`config.mk`:
```
export PLATFORM = sky130hd
export DESIGN_NAME = timer_unit_cc0
export DESIGN_NICKNAME = d
export VERILOG_FILES = /design/src/core/timer_pkg.sv /design/src/core/capture_edge_sync.sv /design/src/core/tick_divider.sv /design/src/core/timer_unit_cc0.sv
export SDC_FILE = /design/constraint.sdc
export NUM_CORES = 1
export LEC_CHECK = 0
export BUFFER_PORTS_ARGS = -buffer_cell sky130_fd_sc_hd__buf_2
export CAP_MARGIN = 20
export CORE_MARGIN = 4
export CORE_UTILIZATION = 45
export DETAILED_ROUTE_END_ITERATION = 8
export GPL_TIMING_DRIVEN = 0
export HOLD_SLACK_MARGIN = 0.06
export PLACE_DENSITY = 0.65
export SYNTH_ARGS = -nofsm -noshare
export SYNTH_HDL_FRONTEND = slang
export SYNTH_SLANG_ARGS = --single-unit
```
`constraint.sdc`:
```
create_clock -name core_clk -period 2.7 [get_ports core_clk]
set_input_delay 0.405 -clock core_clk [delete_from_list [all_inputs] [get_ports core_clk]]
set_output_delay 0.405 -clock core_clk [all_outputs]
set_load 0.1 [all_outputs]
```
`src/core/timer_pkg.sv`:
```
// constants and types shared by the timer channel-0 block
package timer_pkg;

  localparam int DATA_W = 32;
  localparam int CNT_W = 16;

  // register indices; byte address is four times the index
  localparam logic [31:0] CTRL_INDEX = 32'hFFFFF540;
  localparam logic [31:0] OPT_INDEX = 32'hFFFFF545;
  localparam logic [31:0] CHAN0_SHADOW_BUFFER_INDEX = 32'hFFFFF546;

  // control register fields
  localparam int CTRL_MODE_LSB = 0;
  localparam int CTRL_MODE_W = 3;
  localparam int CTRL_OUTEN_BIT = 4;
  localparam int CTRL_RUN_BIT = 7;
  localparam int CTRL_EDGE_LSB = 8;
  localparam int CTRL_EDGE_W = 2;
  localparam int CTRL_PRESC_LSB = 10;
  localparam int CTRL_PRESC_W = 3;
  localparam logic [15:0] CTRL_RESET = 16'h0000;
  localparam logic [15:0] CTRL_MASK = 16'h1F97;

  // option register fields
  localparam int OPT_WRAP_BIT = 0;
  localparam int OPT_CCS0_BIT = 4;

  localparam logic [15:0] CHAN0_SHADOW_BUFFER_RESET = 16'h0000;
  localparam logic [15:0] CNT_MAX = 16'hFFFF;
  localparam logic [15:0] CNT_ZERO = 16'h0000;

  // capture edge selection codes
  localparam logic [1:0] EDGE_RISE = 2'h0;
  localparam logic [1:0] EDGE_FALL = 2'h1;
  localparam logic [1:0] EDGE_BOTH = 2'h2;

  localparam int PRESC_CNT_W = 7;

  typedef enum logic [2:0] {
    MODE_INTERVAL,
    MODE_EVENT_COUNT,
    MODE_EXT_TRIGGER,
    MODE_ONE_SHOT,
    MODE_PWM,
    MODE_FREE_RUN,
    MODE_PULSE_WIDTH,
    MODE_TRI_PWM
  } timer_mode_t;

  typedef struct packed {
    logic psel;
    logic penable;
    logic pwrite;
    logic [31:0] paddr;
    logic [31:0] pwdata;
  } apb_req_t;

  typedef struct packed {
    logic pready;
    logic pslverr;
    logic [31:0] prdata;
  } apb_rsp_t;

  function automatic logic [31:0] index_to_addr(input logic [31:0] idx);
    return {idx[29:0], 2'h0};
  endfunction

endpackage

```
`src/core/capture_edge_sync.sv`:
```
// pin synchroniser with agreement filter and valid-edge detection
`timescale 1ns/1ns
`default_nettype none
module capture_edge_sync (
  input wire logic core_clk,
  input wire logic rst_n,
  input wire logic pinIn,
  input wire logic [1:0] edgeSel,
  output logic validEdge
);

  logic syncA;
  logic syncB;
  logic syncC;
  logic level;
  logic rise;
  logic fall;

  always_ff @(posedge core_clk or negedge rst_n) begin
    if (!rst_n) begin
      syncA <= 1'b0;
      syncB <= 1'b0;
      syncC <= 1'b0;
    end else begin
      syncA <= pinIn;
      syncB <= syncA;
      syncC <= syncB;
    end
  end

  // a change counts only once two later stages agree
  always_ff @(posedge core_clk or negedge rst_n) begin
    if (!rst_n) begin
      level <= 1'b0;
    end else if (syncB == syncC) begin
      level <= syncC;
    end
  end

  assign rise = (syncB == syncC) && syncC && !level;
  assign fall = (syncB == syncC) && !syncC && level;

  always_comb begin
    if (edgeSel == timer_pkg::EDGE_RISE) begin
      validEdge = rise;
    end else if (edgeSel == timer_pkg::EDGE_FALL) begin
      validEdge = fall;
    end else if (edgeSel == timer_pkg::EDGE_BOTH) begin
      validEdge = rise || fall;
    end else begin
      validEdge = 1'b0;
    end
  end

endmodule
`default_nettype wire

```
`src/core/tick_divider.sv`:
```
// count clock prescaler producing a one-cycle tick
`timescale 1ns/1ns
`default_nettype none
module tick_divider (
  input wire logic core_clk,
  input wire logic rst_n,
  input wire logic enable,
  input wire logic [2:0] divSel,
  output logic tick
);

  logic [timer_pkg::PRESC_CNT_W-1:0] divCount;
  logic [timer_pkg::PRESC_CNT_W-1:0] divLast;

  // divide by two to the power of divSel
  assign divLast = timer_pkg::PRESC_CNT_W'((8'h01 << divSel) - 8'h01);

  always_ff @(posedge core_clk or negedge rst_n) begin
    if (!rst_n) begin
      divCount <= '0;
      tick <= 1'b0;
    end else if (!enable) begin
      divCount <= '0;
      tick <= 1'b0;
    end else if (divCount >= divLast) begin
      divCount <= '0;
      tick <= 1'b1;
    end else begin
      divCount <= divCount + 1'b1;
      tick <= 1'b0;
    end
  end

endmodule
`default_nettype wire

```
`src/core/timer_unit_cc0.sv`:
```
// timer counter with overflow flag and channel-0 capture/compare
//
// Contract
// - wrap flag sets on wrap, free-run/pulse-width
// - flag clears on zero write or stop
// - wrap irq pulses with flag set
// - no wrap irq in other modes
// - reading leaves wrap flag unchanged
// - writing one to flag does nothing
// - free-run: select bit picks capture/compare
// - pulse-width mode: capture only
// - other modes: compare only
// - channel-0 accessible while running, 16-bit
// - channel-0 register resets to zero
// - compare writes allowed running, feed shadow
// - counter equals shadow raises match irq
// - match toggles output pin when enabled
// - cycle modes clear counter on match
// - free-run capture copies counter on edge
// - pulse-width capture stores and clears counter
// - capture during read returns coherent value
// - anytime or batch writes per mode
//
// Added by the designer: the APB interface to the registers.
`timescale 1ns/1ns
`default_nettype none
module timer_unit_cc0 (
  input wire logic core_clk,
  input wire logic rst_n,
  input wire timer_pkg::apb_req_t apbReq,
  output timer_pkg::apb_rsp_t apbRsp,
  input wire logic captureInPin0,
  output logic timerOutPin0,
  output logic wrapIrq,
  output logic chan0MatchIrq
);

  logic [15:0] timerControlReg;
  logic counterWrapFlag;
  logic chan0CaptureSelect;
  logic [15:0] channel0CaptureCompare;
  logic [15:0] chan0ShadowBuffer;
  logic [15:0] counter;

  logic pready;
  logic pslverr;
  logic [31:0] prdata;

  logic countRunBit;
  logic outputEnable;
  logic [1:0] edgeSel;
  logic [2:0] prescSel;
  timer_pkg::timer_mode_t mode;

  logic countTick;
  logic captureEdge;
  logic stepTick;

  logic accessPhase;
  logic writeDone;
  logic hitCtrl;
  logic hitOpt;
  logic hitCcr0;
  logic hitAny;

  logic wrapMode;
  logic captureRole;
  logic cycleMode;
  logic batchMode;
  logic atMax;
  logic matchHit;
  logic wrapEvent;
  logic captureHit;

  logic [15:0] optionValue;
  logic [15:0] readValue;
  logic [15:0] next_shadow;

  // control field decode
  assign countRunBit = timerControlReg[timer_pkg::CTRL_RUN_BIT];
  assign outputEnable = timerControlReg[timer_pkg::CTRL_OUTEN_BIT];
  assign edgeSel = timerControlReg[timer_pkg::CTRL_EDGE_LSB +: timer_pkg::CTRL_EDGE_W];
  assign prescSel = timerControlReg[timer_pkg::CTRL_PRESC_LSB +: timer_pkg::CTRL_PRESC_W];
  assign mode = timer_pkg::timer_mode_t'(
    timerControlReg[timer_pkg::CTRL_MODE_LSB +: timer_pkg::CTRL_MODE_W]);

  tick_divider u_divider (
    .core_clk(core_clk),
    .rst_n(rst_n),
    .enable(countRunBit),
    .divSel(prescSel),
    .tick(countTick)
  );

  capture_edge_sync u_capture (
    .core_clk(core_clk),
    .rst_n(rst_n),
    .pinIn(captureInPin0),
    .edgeSel(edgeSel),
    .validEdge(captureEdge)
  );

  // mode classification
  assign wrapMode = (mode == timer_pkg::MODE_FREE_RUN) ||
                    (mode == timer_pkg::MODE_PULSE_WIDTH);

  always_comb begin
    case (mode)
      timer_pkg::MODE_FREE_RUN: begin
        captureRole = chan0CaptureSelect;
      end
      timer_pkg::MODE_PULSE_WIDTH: begin
        captureRole = 1'b1;
      end
      default: begin
        captureRole = 1'b0;
      end
    endcase
  end

  always_comb begin
    case (mode)
      timer_pkg::MODE_EXT_TRIGGER,
      timer_pkg::MODE_PWM,
      timer_pkg::MODE_TRI_PWM: begin
        batchMode = 1'b1;
      end
      default: begin
        batchMode = 1'b0;
      end
    endcase
  end

  assign cycleMode = !wrapMode;

  // event counter advances on pin edges, the rest on the prescaler
  assign stepTick = (mode == timer_pkg::MODE_EVENT_COUNT) ?
                    (countRunBit && captureEdge) : countTick;

  assign atMax = (counter == timer_pkg::CNT_MAX);
  assign matchHit = countRunBit && stepTick && !captureRole &&
                    (counter == chan0ShadowBuffer);
  assign wrapEvent = countRunBit && stepTick && atMax && wrapMode;
  // event-count mode uses the pin as its count source, never as capture
  assign captureHit = countRunBit && captureRole && captureEdge &&
                      (mode != timer_pkg::MODE_EVENT_COUNT);

  // bus decode
  assign accessPhase = apbReq.psel && apbReq.penable;
  assign writeDone = accessPhase && pready && apbReq.pwrite;

  always_comb begin
    hitCtrl = 1'b0;
    hitOpt = 1'b0;
    hitCcr0 = 1'b0;
    if (apbReq.paddr == timer_pkg::index_to_addr(timer_pkg::CTRL_INDEX)) begin
      hitCtrl = 1'b1;
    end else if (apbReq.paddr == timer_pkg::index_to_addr(timer_pkg::OPT_INDEX)) begin
      hitOpt = 1'b1;
    end else if (apbReq.paddr == timer_pkg::index_to_addr(timer_pkg::CHAN0_SHADOW_BUFFER_INDEX)) begin
      hitCcr0 = 1'b1;
    end
  end

  assign hitAny = hitCtrl || hitOpt || hitCcr0;

  always_comb begin
    optionValue = 16'h0000;
    optionValue[timer_pkg::OPT_WRAP_BIT] = counterWrapFlag;
    optionValue[timer_pkg::OPT_CCS0_BIT] = chan0CaptureSelect;
  end

  // one wait state: read data is a snapshot taken in one edge
  always_ff @(posedge core_clk or negedge rst_n) begin
    if (!rst_n) begin
      pready <= 1'b0;
    end else begin
      pready <= accessPhase && !pready;
    end
  end

  // read mux; sampled once per access so a same-edge capture cannot tear it
  always_comb begin
    readValue = 16'h0000;
    if (apbReq.pwrite) begin
      readValue = 16'h0000;
    end else if (hitCtrl) begin
      readValue = timerControlReg;
    end else if (hitOpt) begin
      readValue = optionValue;
    end else if (hitCcr0) begin
      readValue = channel0CaptureCompare;
    end
  end

  always_ff @(posedge core_clk or negedge rst_n) begin
    if (!rst_n) begin
      prdata <= 32'h00000000;
    end else if (accessPhase && !pready) begin
      prdata <= {16'h0000, readValue};
    end
  end

  // error stands only beside pready, never past the access
  always_ff @(posedge core_clk or negedge rst_n) begin
    if (!rst_n) begin
      pslverr <= 1'b0;
    end else begin
      pslverr <= accessPhase && !pready && !hitAny;
    end
  end

  always_comb begin
    apbRsp.pready = pready;
    apbRsp.pslverr = pslverr;
    apbRsp.prdata = prdata;
  end

  // control register
  always_ff @(posedge core_clk or negedge rst_n) begin
    if (!rst_n) begin
      timerControlReg <= timer_pkg::CTRL_RESET;
    end else if (writeDone && hitCtrl) begin
      timerControlReg <= apbReq.pwdata[15:0] & timer_pkg::CTRL_MASK;
    end
  end

  // capture select bit
  always_ff @(posedge core_clk or negedge rst_n) begin
    if (!rst_n) begin
      chan0CaptureSelect <= 1'b0;
    end else if (writeDone && hitOpt) begin
      chan0CaptureSelect <= apbReq.pwdata[timer_pkg::OPT_CCS0_BIT];
    end
  end

  // wrap flag: hardware set wins over any clear
  always_ff @(posedge core_clk or negedge rst_n) begin
    if (!rst_n) begin
      counterWrapFlag <= 1'b0;
    end else if (wrapEvent) begin
      counterWrapFlag <= 1'b1;
    end else if (!countRunBit) begin
      counterWrapFlag <= 1'b0;
    end else if (writeDone && hitOpt && !apbReq.pwdata[timer_pkg::OPT_WRAP_BIT]) begin
      counterWrapFlag <= 1'b0;
    end
  end

  // irq pulses registered at the same edge as the flag
  always_ff @(posedge core_clk or negedge rst_n) begin
    if (!rst_n) begin
      wrapIrq <= 1'b0;
    end else begin
      wrapIrq <= wrapEvent;
    end
  end

  always_ff @(posedge core_clk or negedge rst_n) begin
    if (!rst_n) begin
      chan0MatchIrq <= 1'b0;
    end else begin
      chan0MatchIrq <= matchHit;
    end
  end

  // output pin toggles on compare match
  always_ff @(posedge core_clk or negedge rst_n) begin
    if (!rst_n) begin
      timerOutPin0 <= 1'b0;
    end else if (!outputEnable) begin
      timerOutPin0 <= 1'b0;
    end else if (matchHit) begin
      timerOutPin0 <= !timerOutPin0;
    end
  end

  // counter
  always_ff @(posedge core_clk or negedge rst_n) begin
    if (!rst_n) begin
      counter <= timer_pkg::CNT_ZERO;
    end else if (!countRunBit) begin
      counter <= timer_pkg::CNT_ZERO;
    end else if (captureHit && mode == timer_pkg::MODE_PULSE_WIDTH) begin
      counter <= timer_pkg::CNT_ZERO;
    end else if (matchHit && cycleMode) begin
      counter <= timer_pkg::CNT_ZERO;
    end else if (stepTick) begin
      counter <= counter + 16'h0001;
    end
  end

  // channel-0 register: capture takes priority over a same-edge write
  always_ff @(posedge core_clk or negedge rst_n) begin
    if (!rst_n) begin
      channel0CaptureCompare <= timer_pkg::CHAN0_SHADOW_BUFFER_RESET;
    end else if (captureHit) begin
      channel0CaptureCompare <= counter;
    end else if (writeDone && hitCcr0) begin
      channel0CaptureCompare <= apbReq.pwdata[15:0];
    end
  end

  // shadow buffer load policy
  always_comb begin
    next_shadow = chan0ShadowBuffer;
    if (!countRunBit) begin
      next_shadow = channel0CaptureCompare;
    end else if (!batchMode && writeDone && hitCcr0) begin
      next_shadow = apbReq.pwdata[15:0];
    end else if (batchMode && matchHit) begin
      next_shadow = channel0CaptureCompare;
    end
  end

  always_ff @(posedge core_clk or negedge rst_n) begin
    if (!rst_n) begin
      chan0ShadowBuffer <= timer_pkg::CHAN0_SHADOW_BUFFER_RESET;
    end else begin
      chan0ShadowBuffer <= next_shadow;
    end
  end

endmodule
`default_nettype wire

```
==> out/summary.txt, run 1 <==
status: finished, final reports clean
Worst R2R End: counter[9]
post-synth top area share: 0.454
Final period util: 0.923
setup tns final: 0 ps
RR Startpoint: u_capture.syncB
Worst-Margin Slew: 810 ps
Max VDD drop: 272 uV
gr ovfl total: 0
post-route ant nets: 0
Final Setup Violations: 0
first drt pass iteration count: 4
Startpoint Class: flop
H-tree depth: 3
Fin Hold WS: 44.5 ps
Post-synth ARST share: 1.00
HPWL after DPL: 9.43 mm
CTS tree: yes
area grow syn2layout: 17.7%
Worst setup EP type: flop
Top FF cell, synth: dfrtp_1
met2 Resource Use GR: 0.326
Clock Sinks: 93
die width: 115 um
layout cell share with drive strength beyond 1: 0.268
Worst EP arrival: 2730 ps
vias per cell: 5.50
max_cap viols: 0
mapped cell area: 5130 um2
FMAX: 0.401 GHz
DRT iter0 DRCs: 249
register area share after synthesis: 0.454
crit-path max FO: 10
worst path cell trace: ha_1 -> nor3b_1 -> a311oi_4 -> nor2_1 -> nand3_1 -> o221ai_2 -> buf_6 -> nor2_1
flops & latches, synth: 93
gr usage total: 0.203
initial antenna violation count: 0
M3 GR Usage: 0.0305
wire per inst: 17.6 um
clk buf depth: 2
WP data required: 2930 ps
EDFF count, synth: 0
pwr dens: 478 nW/um2
Slew Limit Headroom: 0.455
final count of hold timing violations: 0
via count: 4057
die height: 115 um
R2R cell count: 8
stages on the worst setup path: 8
synth top area cells: dfrtp_1 (45%), nor2_1 (5.6%), xnor2_1 (5.3%)
library cells used by synthesis: 56
area leader, netlist: dfrtp_1
unrepaired setup endpoints after global routing: no
vias in the first global route: 4018
Critical Path Most Common Cell: nor2_1
busiest grt layer: met2
minimum clock period: 2490 ps
Num CTS Buffers: 9
clock root buffer master: clkbuf_16
Core Region: 11000 um2
Final #Nets: 674
Port Buf Inserts: 74
largest net degree at the start of global routing: 54
Crit path largest cell delay: 480 ps
routability cong.: 0.864
# diodes: 0
postcts setup bufs: 0
slowest CP cell: nor2_1
final wirelength: 12.9 mm
CP Buf/Inv Count: 1
kind of critical path: reg2reg
Layout Skew: 6.47 ps
Rows: 38
initial core utilization: 0.467
DRC viols: 0
worst skew pair latency: 340 ps
met1 Track Usage GR: 0.279
Avg Cell Area, Syn: 10.4 um2
Yosys Warn Count: 0
LEAKAGE: 2.82 nW
# IOs: 107
first-pass GRT wire length: 20.8 mm
Max Slew Vio Count: 0
flop2flop setup slack: 210 ps
delay-heaviest family, CP: simple AND/OR/NAND/NOR gates
Reg clk slew, reported paths: 60 ps
hold_buf cts: 0
Post-Synthesis Cells: 492
cts repair resizes: 0
Hold Crit Class: in2async
total die area: 13200 um2
-- power by group --
group          internal (W)  switching, W  leakage [nW]  total, W
Clock              0.000713      0.000514         0.134   0.00123
Sequential          0.00140    0.00000540          1.12   0.00140
Combinational     0.0000648      0.000189          1.56  0.000254
-- area by class of cell --
class                      instances  area [um2]
clock buffer                      13         240
timing repair buffer              75         400
buffer                            44         304
clock inverter                     2        35.0
multi-input combinational        357        2500
inverter                          13        48.8
tap                              140         175
fill                             983        4950
sequential                        93        2330
-- flip-flops by register name (all words and copies together) (netlist names), 7 cells and up --
signal                  cells
chan0ShadowBuffer          16
channel0CaptureCompare     16
counter                    16
prdata                     16
timerControlReg            10
u_divider.divCount          7
-- per-layer routing --
metal  part of all wire  wire, um
met5                  0         0
met3              0.070       904
met1               0.45      5810
met4              0.024       306
met2               0.46      5920
-- through the flow --
| stage | cell area (um2) | cells | utilization | power, W | setup slack (ps) |
|---|---|---|---|---|---|
| after floorplan | 5180 | 507 | - | 0.00159 | 591 |
| after global placement | 5730 | 721 | 0.522 | 0.00168 | 202 |
| after detailed placement | 5760 | 722 | 0.524 | 0.00169 | 149 |
| after CTS | 6030 | 737 | 0.549 | 0.00292 | 215 |
| after global routing | 6030 | 737 | 0.549 | 0.00299 | 19.4 |
| final | 6030 | 737 | 0.549 | 0.00288 | 208 |
-- worst max path at each step --
stage / startpoint / slack, ps / end
6_report: u_capture.syncB / 210 / counter[9]
5_1_grt: u_capture.syncB / 20 / counter[9]
3_3_place_gp: apbReq[54] / 200 / prdata[12]
3_5_place_dp: apbReq[43] / 150 / timerControlReg[10]
4_1_cts: u_capture.syncB / 220 / counter[9]
2_1_floorplan: apbReq[43] / 590 / timerControlReg[0]
-- cell usage in the layout, fill, tap and decap left out, types with 9 or more instances in the layout --
| cell type | Yosys | layout |
|---|---|---|
| o32ai_2 | 10 | 10 |
| nand4_1 | 17 | 17 |
| nor2_1 | 76 | 76 |
| conb_1 | 1 | 16 |
| nor3_1 | 10 | 10 |
| mux2_2 | 11 | 11 |
| buf_4 | 20 | 21 |
| dfrtp_1 | 93 | 93 |
| buf_2 | 8 | 81 |
| xor2_1 | 10 | 10 |
| mux2i_1 | 17 | 17 |
| clkbuf_1 | 9 | 13 |
| nand2_1 | 14 | 14 |
| a21oi_1 | 22 | 22 |
| a22o_1 | 14 | 14 |
| xnor2_1 | 31 | 31 |
| nor2_2 | 10 | 10 |
| nand3_1 | 10 | 10 |
| clkbuf_16 | 0 | 9 |
| inv_1 | 13 | 13 |
| a21o_1 | 11 | 11 |
| ha_1 | 11 | 11 |
-- cells by family (layout without fill, tap and decap cells) --
kind of cell / after synthesis / after routing / synth area share
AND/OR/NAND/NOR: 178 / 178 / 0.178
multiplexers: 28 / 28 / 0.0573
XOR/XNOR: 41 / 41 / 0.0700
adder cells (fa/ha/maj): 11 / 11 / 0.0268
buffers and inverters: 57 / 147 / 0.0688
other: 1 / 16 / 0.000731
AO/OA/AOI/OAI: 83 / 83 / 0.145
flip-flops: 93 / 93 / 0.454
-- worst register-to-register path, cell delays in order, from the launching register on --
cell,delay [ps]
dfrtp_1,370
ha_1,140
nor3b_1,390
a311oi_4,130
nor2_1,480
nand3_1,190
o221ai_2,420
buf_6,220
nor2_1,60
-- synth_stat cells, types with 3 or more instances --
cell,count
a21o_1,11
a21oi_1,22
a22o_1,14
buf_2,8
buf_4,20
buf_6,5
clkbuf_1,9
dfrtp_1,93
ha_1,11
inv_1,13
mux2_2,11
mux2i_1,17
nand2_1,14
nand2b_1,5
nand3_1,10
nand3b_1,4
nand4_1,17
nor2_1,76
nor2_2,10
nor3_1,10
nor3b_1,3
nor4_1,8
o21ai_0,4
o32ai_1,6
o32ai_2,10
or3_1,3
xnor2_1,31
xor2_1,10
No activity file was read; power rests on OpenSTA's default activity.
==> inputs of run 2 (changes only) <==
CTS_BUF_LIST = sky130_fd_sc_hd__clkbuf_2 sky130_fd_sc_hd__clkbuf_4 sky130_fd_sc_hd__clkbuf_8   (was unset)
==> run 2 against run 1 <==
  * Sequential share of layout area rose by 0.49 points
  * Hold slack improved by 100 ps
  * Maximum frequency barely moved
  * Clock skew rose by 7.7 ps
  * Setup slack improved by 1.4 ps
  * Via count fell by 0.25%
  * Clock-buffer cell count did not move
  * Routed wire length fell by 0.39%
  * Power fell by 10%
  * Largest cell class unchanged
  * Highest routed layer unchanged
==> out/summary.txt, run 2 (synthesis gave the netlist of run 1 again) <==
Rows: 38 (unchanged)
LEAKAGE: 2.79 nW (-1.0%)
H-tree depth: 3 (unchanged)
Core Region: 11000 um2 (unchanged)
Max VDD drop: 333 uV (+22%)
Slew Limit Headroom: 0.442 (-0.0126)
Worst-Margin Slew: 829 ps (+18.7 ps)
postcts setup bufs: 0 (unchanged)
max_cap viols: 0 (unchanged)
clk buf depth: 2 (unchanged)
crit-path max FO: 10 (unchanged)
R2R cell count: 8 (unchanged)
Max Slew Vio Count: 0 (unchanged)
final count of hold timing violations: 0 (unchanged)
Hold Crit Depth: 1
initial core utilization: 0.467 (unchanged)
Gate power share: 0.098 (+0.010)
Filler cells: 992 (+0.92%)
Num CTS Buffers: 9 (unchanged)
DRC viols: 0 (unchanged)
gr usage total: 0.204 (+0.000334)
Switching Fraction: 0.257 (+0.0114)
FMAX: 0.402 GHz (about the same)
vias in the first global route: 3991 (-0.67%)
setup tns final: 0 ps (unchanged)
Fin Hold WS: 148 ps (+104 ps)
die width: 115 um (unchanged)
gr ovfl total: 0 (unchanged)
Worst EP arrival: 2750 ps (+20 ps)
routability cong.: 0.864 (unchanged)
minimum clock period: 2490 ps (-1.40 ps)
Total Power: 0.00259 W (-10%)
Port Buf Inserts: 74 (unchanged)
largest net degree at the start of global routing: 54 (unchanged)
pwr dens: 435 nW/um2 (-8.9%)
Layout Skew: 14.2 ps (+7.69 ps)
DRT iter0 DRCs: 269 (+8.0%)
post-route ant nets: 0 (unchanged)
Final Setup Violations: 0 (unchanged)
most frequent cells in the layout: dfrtp_1 (93), buf_2 (81), nor2_1 (76)
Worst setup EP type: flop
vias per cell: 5.48 (-0.38%)
Reg clk slew, reported paths: 80 ps (+20 ps)
final wirelength: 12.9 mm (-0.39%)
area grow syn2layout: 16.2%
initial antenna violation count: 0 (unchanged)
Hold Crit Class: in2reg
status: finished, final reports clean
P_sw: 0.000666 W (-5.9%)
first drt pass iteration count: 5 (+1)
CTS tree: yes
via count: 4047 (-0.25%)
Clock Sinks: 93 (unchanged)
# diodes: 0 (unchanged)
sequential cell fraction of total power: 0.541 (+0.054)
Final period util: 0.922 (about the same)
clock root buffer master: clkbuf_8
unrepaired setup endpoints after global routing: no
commonest non-fill, non-tap cell in the layout: dfrtp_1
Final #Nets: 675 (+0.15%)
total die area: 13200 um2 (unchanged)
wire per inst: 17.5 um (-0.52%)
first-pass GRT wire length: 20.7 mm (-0.40%)
Startpoint Class: flop
clock power share: 0.361 (-0.064)
Internal: 0.00193 W (-11%)
WP data required: 2960 ps (+30 ps)
kind of critical path: reg2reg
# IOs: 107 (unchanged)
HPWL after DPL: 9.43 mm (unchanged)
worst skew pair latency: 370 ps (+30 ps)
die height: 115 um (unchanged)
layout cell share with drive strength beyond 1: 0.274 (+0.00624)
-- run 2: changes by cell type in the layout (fill, tap and decap cells not counted) --
| cell | before | now |
|---|---|---|
| clkbuf_8 | 0 | 9 |
| dlygate4sd3_1 | 0 | 1 |
| clkbuf_4 | 0 | 4 |
| clkbuf_16 | 9 | 0 |
| clkbuf_1 | 13 | 9 |
-- run 2: timing repair --
| action | CTS | global route |
|---|---|---|
| setup endpoints to repair | 0 | 0 |
| hold buffers | 1 | 0 |
| gates resized for setup | 0 | 0 |
| hold endpoints to repair | 40 | 0 |
-- run 2: per-stage QoR --
step | setup slack [ps] | utilization | area [um2] | instances
final | 210 | 0.542 | 5960 | 738
after global routing | 17.2 | 0.542 | 5960 | 738
after CTS | 216 | 0.542 | 5960 | 738
after detailed placement | 149 | 0.524 | 5760 | 722
after global placement | 202 | 0.522 | 5730 | 721
after floorplan | 591 | - | 5180 | 507
-- run 2: per-layer routing --
layer	global-route usage	vias up	wire length, um
li1	-	1916	-
met1	0.277	1965	5720
met2	0.322	144	5890
met3	0.0416	22	981
met4	0.0790	0	293
met5	0	-	0
-- run 2: area by class of cell --
class,count,area (um2),share of cell area
sequential,93,2330,0.391
clock inverter,2,35.0,0.00588
inverter,13,48.8,0.00819
timing repair buffer,76,410,0.0689
clock buffer,13,154,0.0258
tap,140,175,0.0294
buffer,44,304,0.0510
multi-input combinational,357,2500,0.420
-- run 2: final timing paths --
| path | startpoint | end | slack [ps] |
|---|---|---|---|
| setup / recovery | u_capture.syncB | counter[6] | 210 |
| hold / removal | captureInPin0 | u_capture.syncA | 150 |
| setup reg to reg | u_capture.syncB | counter[6] | 210 |
| hold reg to reg | u_capture.syncA | u_capture.syncB | 350 |
| max in group asynchronous | rst_n | counter[2] | 1470 |
| min in group asynchronous | rst_n | pslverr | 570 |
-- run 2: power groups by stage --
stage | combinational [W] | clock [W] | sequential, W
6_report | 0.000255 | 0.000936 | 0.00140
5_1_grt | 0.000274 | 0.00103 | 0.00140
4_1_cts | 0.000256 | 0.000967 | 0.00140
3_5_place_dp | 0.000255 | 0 | 0.00143
3_3_place_gp | 0.000245 | 0 | 0.00143
2_1_floorplan | 0.000156 | 0 | 0.00143
-- run 2: worst max-delay path, stage by stage (launching register included) --
cell	delay, ps
dfrtp_1	380
ha_1	140
nor3b_1	380
a311oi_4	130
nor2_1	480
nand3_1	190
o221ai_2	430
buf_6	210
nor2_1	50
